`src/core/gpt_pkg.sv`:
```
// package: constants for the general pin and tree test block
// assumes: used by gpt_top, referenced as gpt_pkg::name
package gpt_pkg;
  localparam int unsigned PIN_COUNT       = 5;
  // configuration space location holding general pin control
  localparam logic [7:0]  CFG_PIN_CTRL    = 8'h35;
  // operating register reflecting pin levels
  localparam logic [7:0]  LEVEL_REG_ADDR  = 8'h07;
  // control word layout at the configuration location
  localparam int unsigned FLD_DIR_LSB     = 0;
  localparam int unsigned FLD_OUT_LSB     = 8;
  localparam int unsigned FLD_FETCH_EN    = 16;
  localparam int unsigned FLD_MASTER_EN   = 17;
  // pin indices
  localparam int unsigned PIN_FETCH       = 0;
  localparam int unsigned PIN_MASTER      = 1;
  localparam int unsigned PIN_THREE       = 3;
  localparam int unsigned PIN_FOUR        = 4;
  // power-up direction: 1 = output; only general pin four drives
  localparam logic [4:0]  DIR_RESET       = 5'h10;
  localparam logic [4:0]  OUT_RESET       = 5'h00;
  typedef enum logic [1:0] {
    MODE_NORMAL = 2'h1,
    MODE_TREE   = 2'h2
  } gpt_mode_type;
endpackage

```
`src/core/gpt_top.sv`:
```
// general purpose pins, fetch and master indications, and the pin connectivity tree test
// assumes: config writes come from the device's pci config logic; reads of the
// operating register are served by the device register file from level_reg_o
`timescale 1ns/1ns
module gpt_top #(
  parameter int unsigned EXTRA_PINS = 4
) (
  input  wire logic        clk_i,
  input  wire logic        rst_b_i,
  // pins from the board
  input  wire logic        tree_test_input_b_i,
  input  wire logic [4:0]  gpio_in_i,
  output logic      [4:0]  gpio_out_o,
  output logic      [4:0]  gpio_oe_o,
  output logic      [4:0]  gpio_pullup_o,
  // other non-scsi device pins joining the tree, their pull-ups and driver kill
  input  wire logic [EXTRA_PINS-1:0] extra_in_i,
  output logic             extra_pullup_o,
  output logic             driver_kill_o,
  output logic             tree_test_output_o,
  output logic             tree_test_output_oe_o,
  // internal status
  input  wire logic        fetch_next_i,
  input  wire logic        bus_master_i,
  // config space write port
  input  wire logic        cfg_wr_i,
  input  wire logic [7:0]  cfg_addr_i,
  input  wire logic [17:0] cfg_wdata_i,
  output logic      [17:0] cfg_rdata_o,
  // operating register value
  output logic      [7:0]  level_reg_o
);
  initial begin
    if (EXTRA_PINS < 1) $error("need at least one extra tree pin");
  end

  //////////////////////////////////////////////////////////////////////////////
  // synchronisers for pin inputs
  logic [4:0]            gp_s1, gp_s2;
  logic [EXTRA_PINS-1:0] ex_s1, ex_s2;
  logic                  tt_s1, tt_s2;
  always_ff @(posedge clk_i) begin
    gp_s1 <= gpio_in_i;
    gp_s2 <= gp_s1;
    ex_s1 <= extra_in_i;
    ex_s2 <= ex_s1;
    tt_s1 <= tree_test_input_b_i;
    tt_s2 <= tt_s1;
  end

  //////////////////////////////////////////////////////////////////////////////
  // mode
  gpt_pkg::gpt_mode_type mode;
  always_ff @(posedge clk_i) begin
    if (!rst_b_i) mode <= gpt_pkg::MODE_NORMAL;
    else mode <= tt_s2 ? gpt_pkg::MODE_NORMAL : gpt_pkg::MODE_TREE;
  end
  wire logic tree_mode = (mode == gpt_pkg::MODE_TREE);

  //////////////////////////////////////////////////////////////////////////////
  // control register at the config location
  logic [4:0] dir;
  logic [4:0] out_val;
  logic       fetch_en;
  logic       master_en;
  wire logic  ctrl_hit = cfg_wr_i && (cfg_addr_i == gpt_pkg::CFG_PIN_CTRL);
  always_ff @(posedge clk_i) begin
    if (!rst_b_i) begin
      dir       <= gpt_pkg::DIR_RESET;
      out_val   <= gpt_pkg::OUT_RESET;
      fetch_en  <= 1'b0;
      master_en <= 1'b0;
    end else if (ctrl_hit) begin
      dir       <= cfg_wdata_i[gpt_pkg::FLD_DIR_LSB +: 5];
      out_val   <= cfg_wdata_i[gpt_pkg::FLD_OUT_LSB +: 5];
      fetch_en  <= cfg_wdata_i[gpt_pkg::FLD_FETCH_EN];
      master_en <= cfg_wdata_i[gpt_pkg::FLD_MASTER_EN];
    end
  end
  assign cfg_rdata_o = (cfg_addr_i == gpt_pkg::CFG_PIN_CTRL) ?
                       {master_en, fetch_en, 3'h0, out_val, 3'h0, dir} : 18'h00000;

  //////////////////////////////////////////////////////////////////////////////
  // pin drive
  wire logic [4:0] func_val;
  wire logic [4:0] func_oe;
  genvar gi;
  generate
    for (gi = 0; gi < 5; gi++) begin : g_pin
      if (gi == gpt_pkg::PIN_FETCH) begin : g_fetch
        assign func_val[gi] = fetch_en ? ~fetch_next_i : out_val[gi];
        assign func_oe[gi]  = fetch_en | dir[gi];
      end else if (gi == gpt_pkg::PIN_MASTER) begin : g_master
        assign func_val[gi] = master_en ? ~bus_master_i : out_val[gi];
        assign func_oe[gi]  = master_en | dir[gi];
      end else begin : g_plain
        assign func_val[gi] = out_val[gi];
        assign func_oe[gi]  = dir[gi];
      end
    end
  endgenerate

  always_ff @(posedge clk_i) begin
    if (!rst_b_i) begin
      gpio_out_o <= gpt_pkg::OUT_RESET;
      gpio_oe_o  <= gpt_pkg::DIR_RESET;
    end else begin
      gpio_out_o <= func_val;
      gpio_oe_o  <= tree_mode ? 5'h00 : func_oe;
    end
  end

  //////////////////////////////////////////////////////////////////////////////
  // tree test; scsi lines are not ports of this block so cannot enter it
  wire logic tree_result;
  gpt_and_tree #(
    .WIDTH (EXTRA_PINS + 5)
  ) u_tree (
    .level_i  ({ex_s2, gp_s2}),
    .result_o (tree_result)
  );
  always_ff @(posedge clk_i) begin
    if (!rst_b_i) tree_test_output_o <= 1'b1;
    else tree_test_output_o <= tree_result;
  end
  assign tree_test_output_oe_o = tree_mode;
  assign gpio_pullup_o  = {5{tree_mode}};
  assign extra_pullup_o = tree_mode;
  assign driver_kill_o  = tree_mode;

  //////////////////////////////////////////////////////////////////////////////
  // operating register shows pin levels
  always_ff @(posedge clk_i) begin
    if (!rst_b_i) level_reg_o <= 8'h00;
    else level_reg_o <= {3'h0, gp_s2};
  end
endmodule // gpt_top

```
`src/core/gpt_and_tree.sv`:
```
// and tree combining the tree pin levels into one result
// assumes: inputs are already synchronised pin levels
`timescale 1ns/1ns
module gpt_and_tree #(
  parameter int unsigned WIDTH = 8
) (
  input  wire logic [WIDTH-1:0] level_i,
  output wire logic             result_o
);
  initial begin
    if (WIDTH < 1) $error("width must be at least one");
  end
  wire logic [WIDTH-1:0] chain;
  genvar gi;
  generate
    for (gi = 0; gi < WIDTH; gi++) begin : g_stage
      if (gi == 0) begin : g_first
        assign chain[gi] = level_i[gi];
      end else begin : g_next
        assign chain[gi] = chain[gi-1] & level_i[gi];
      end
    end
  endgenerate
  assign result_o = chain[WIDTH-1];
endmodule // gpt_and_tree

```
`config.mk`:
```
export PLATFORM = sky130hd
export DESIGN_NAME = gpt_top
export DESIGN_NICKNAME = d
export VERILOG_FILES = /design/src/core/gpt_pkg.sv /design/src/core/gpt_top.sv /design/src/core/gpt_and_tree.sv
export SDC_FILE = /design/constraint.sdc
export NUM_CORES = 1
export LEC_CHECK = 0
export ABC_AREA = 1
export BUFFER_PORTS_ARGS = -buffer_cell sky130_fd_sc_hd__buf_2
export CAP_MARGIN = 40
export CORE_MARGIN = 2
export CORE_UTILIZATION = 32
export CTS_CLUSTER_SIZE = 24
export DETAILED_ROUTE_END_ITERATION = 6
export GPL_ROUTABILITY_DRIVEN = 0
export SETUP_SLACK_MARGIN = 0.1
export SYNTH_ARGS = -nofsm -noshare
export SYNTH_HDL_FRONTEND = slang
export SYNTH_HIERARCHICAL = 1
export SYNTH_SLANG_ARGS = --single-unit
```
`constraint.sdc`:
```
create_clock -name clk_i -period 1.05 [get_ports clk_i]
set_input_delay 0.0525 -clock clk_i [delete_from_list [all_inputs] [get_ports clk_i]]
set_output_delay 0.0525 -clock clk_i [all_outputs]
set_load 0.01 [all_outputs]
```
* Word level (Yosys, flattened, before mapping)
Cells that the tools add are included.
** Cells by class
- Equality and inequality tests :: 2
- Muxes and demuxes :: 5
- Bitwise operators :: 13
- Reductions and logical operators :: 2
** Operator list (number)
- 18-bit 2-to-1 mux :: 1
- 1-bit AND :: 8
- 8-bit by 6-bit equality test with 1-bit output, second input constant :: 1
- 5-bit 2-to-1 mux :: 1
- 1-bit inverter :: 3
- 2-bit equality test, second input constant :: 1
- 1-bit 2-to-1 mux :: 2
- 2-bit 2-to-1 mux :: 1
- 1-bit bitwise OR :: 2
- 2-bit OR reduction :: 1
- 1-bit logical AND :: 1
** Word-level totals
- Register bits :: 53
- Input port bits :: 41

* Longest topological paths before layout
- Depth after elaboration :: 8
- Gate-level depth with buffers :: 8
- Gate-level depth less buffers :: 7

* Cells and area by module
Netlist, hierarchy kept.
** By module, submodules not included
- gpt_top :: instances 1, cells an instance 211, area each 1730.4 sq um, seq. area each 1001.0 sq um
- gpt_and_tree :: instances 1, cells an instance 8, area each 31.3 sq um, seq. area each 0.0 sq um

* Worst setup path after synthesis
No wires, ideal clock.
- Path kind :: register to output
- From :: register mode[1]
- To :: output extra_pullup_o
- Arrival :: 0.932 ns
- Slack :: 0.065 ns
- Stages on the path, launching flop included :: 4
- Buffers on the path :: 1
- Path through :: dfxtp_1 > inv_1 > nor2_1 > buf_4
** Between the ends
- Word-level cells in the longest chain between the ends :: 1
** Ends and longest elaborated chain
- from (decl) :: line gpt_top.sv:53 : gpt_pkg::gpt_mode_type mode;
- from (signal assigned) :: line gpt_top.sv:55 : if (!rst_b_i) mode <= gpt_pkg::MODE_NORMAL;
- from (signal assigned) :: line gpt_top.sv:56 : else mode <= tt_s2 ? gpt_pkg::MODE_NORMAL : gpt_pkg::MODE_TREE;
- 2-bit equality test :: line gpt_top.sv:58 : wire logic tree_mode = (mode == gpt_pkg::MODE_TREE);
- to (decl) :: line gpt_top.sv:18 : output logic extra_pullup_o,
No other way between the ends.

* Worst setup path in the final report
- From :: register mode[0]
- To :: output gpio_pullup_o[0]
** Between the ends
- Word-level cells in the longest chain between the ends :: 1
** Ends and longest elaborated chain
- 2-bit equality test :: line gpt_top.sv:58
- to (decl) :: line gpt_top.sv:15 : output logic [4:0] gpio_pullup_o,
No other way between the ends.

==> flow_summary.toml <==
[run_status]
status = "complete, no violations"

[finish]
num-fill-cells = 533
syn2layout_area_growth_pct = 44.3
finalNonFillerCells = 386
seqCellArea_um2 = 1020
nNetsFinal = 354
mostFrequentLayoutCell = "buf_2"
n_antenna_cell = 0
final_cell_mix = "buf_2 (68), nand2_1 (38), inv_1 (37), dfxtp_1 (34), nor2_1 (22)"
multi_input_comb_area_um2 = 493
final_layout_size_suffix_gt1_share_pct = 44.6

[floorplan]
io_pins = 86
start_util_pct = 32.6
core.rowCount = 27
die_w_um = 78.2
die_area_um2 = 6110
die_h_um = 78.2
core_um2 = 5410

[logic_synthesis]
avgSynthCellArea_um2 = 8.04
ys_warn_count = 6
synth-seq-cells = 50
netlist_area_um2 = 1760
ys_seq_area_share_pct = 56.8
synth.distinct_cells = 16
netlist_instances = 219

[placed_design]
dp_hpwl_um = 2530
pre_cts_ws_ns = 0.0279
dp.cells = 353
portBuffers = 70

[pwr]
pwr_density_cell_nw_per_um2 = 1430
p_total_mw = 3.63
ir_drop_uv = 828
p_leak_nw = 1.39

[setup_path]
r2r_setup_slack_ns = 0.18
slowest_delay_ns = 0.36
cp_slowest_cell = "dfxtp_2"
startpoint = "mode[0]"
setup.worst_path.end = "gpio_pullup_o[0]"
start_kind = "register"
rr_endpoint = "master_en"
crit_path_end_kind = "output pin"
crit_arrival_ns = 0.95
crit_required_ns = 1.00
cp_max_fo = 5
path_cells = "nor2_4 -> buf_2"
criticalPathCategory = "reg2out"
worst_r2r_path_depth = 6
r2r_start = "master_en"

[flow_run]
cap_violations = 0

[clocking]
cts_root_buf = "clkbuf_8"
cts_max_level = 2
clk-insertion-delay-late_ns = 0.29
cts_buffer_depth = 2
cts_buffers = 5
clock-sinks = 50
cts_tree = "yes"
cts.clk_slew.worst_paths_ns = 0.09

[sta]
setup_violations = 0
fmax_mhz = 1000
fin_crit_sh_pct = 95.3
rsz0062_at_grt = "true"
finalHoldViolations = 0
setup-tns-final_ns = 0
finalCriticalPeriod_ns = 1.00
fin_ws_ns = 0.0498
holdWs_ns = 0.0125
final_max_slew_viol_count = 0
finalClockSkew_ns = 0.00304

[global_route]
top_usage_layer = "met2"
met3_usage_pct = 2.87
grt_pass1_vias = 1396
gr-total-overflow = 0
track_usage_pct = 12.1
use_met2_pct = 22.0
antenna_found_initial = 0
grt_pass1_wl_um = 5820
grt_max_degree = 17
grtUsageMet1_pct = 13.0

[route]
first_iter_violations = 59
vias = 1531
wl_um = 3660
via_per_inst = 3.97
dr.pass1.iters = 4
wl_per_cell_um = 9.47
ant_nets = 0
drcViolationCount = 0

[worst_hold_path]
hold_path_class = "in2reg"
min_from = "rst_b_i"
-- where the power goes --
group          internal, mW  total (mW)  switching [mW]  leakage [nW]
clock network         0.784        1.40           0.620        0.0618
logic                 0.129       0.255           0.126         0.905
registers              1.96        1.98          0.0195         0.418
total                  2.87        3.63           0.765          1.39
-- synth_stat cells (all sizes together) --
master / count / area [µm²]
a21oi: 4 / 20.0
conb: 1 / 3.75
inv: 50 / 188
clkbuf: 4 / 15.0
o21ai: 4 / 20.0
or2: 1 / 6.26
buf: 19 / 141
nand3: 3 / 20.0
dfxtp: 50 / 1000
nand2: 40 / 150
nand4: 12 / 75.1
nor2: 31 / 121
-- per-layer routing --
metal | vias up | part of all wire [%]
met5 | - | 0
met4 | 0 | 2.0
met3 | 6 | 5.4
met2 | 44 | 52
met1 | 684 | 41
li1 | 797 | -
-- flip-flops by register name (all words and copies together), names as in the netlist --
signal              cells
master_en               1
tree_test_output_o      1
gp_s1                   5
out_val                 5
ex_s2                   4
ex_s1                   4
gp_s2                   5
mode                    2
level_reg_o             5
dir                     5
fetch_en                1
gpio_out_o              5
tt_s1                   1
gpio_oe_o               5
tt_s2                   1
-- kinds of logic (layout without fill, tap and decap cells) --
group / Yosys count / count (layout) / share of synthesized area, %
buf+inv: 73 / 159 / 19.5
compound gates: 8 / 8 / 2.27
other cells: 1 / 9 / 0.213
flops: 50 / 50 / 56.8
simple gates: 87 / 88 / 21.2
-- timing repair --
action                     in CTS  in global routing
setup endpoints to repair      20                 21
pin swaps                      14                 10
hold buffers                   12                  0
hold endpoints to repair       12                  0
gates resized for setup        23                 21
gates cloned                    1                  0
setup buffers                  10                  2
-- critical path: cells and delay by family, from the launching register on --
family	cells	cell delay (ns)
buffers and inverters	1	0.15
DFF	1	0.36
and+or+nand+nor	1	0.14
-- layout make-up --
type	instances	share of cell area (%)
clock buffers	6	3.25
clock inverters	2	1.53
inverters	50	7.38
multi-input cells	105	19.4
flip-flops and latches	50	40.2
well taps	72	3.54
repair buffers	101	24.8
-- worst min path at each step --
| stage | slack, ns | endpoint | cells past startpoint |
|---|---|---|---|
| 2_1_floorplan | 0.08 | ex_s1[0] | 0 |
| 3_3_place_gp | 0.15 | gp_s1[3] | 1 |
| 3_5_place_dp | 0.16 | gp_s1[3] | 1 |
| 4_1_cts | 0.007 | gpio_oe_o[4] | 2 |
| 5_1_grt | 0.04 | gpio_oe_o[4] | 2 |
| 6_report | 0.01 | gpio_oe_o[4] | 2 |
-- metrics by stage --
step | util (%) | area [µm²]
floorplan | - | 1790
global placement | 39.4 | 2130
detailed placement | 39.4 | 2130
CTS | 45.9 | 2480
global route | 47.0 | 2540
finish | 47.0 | 2540
Power figures use the tool's default switching activity.
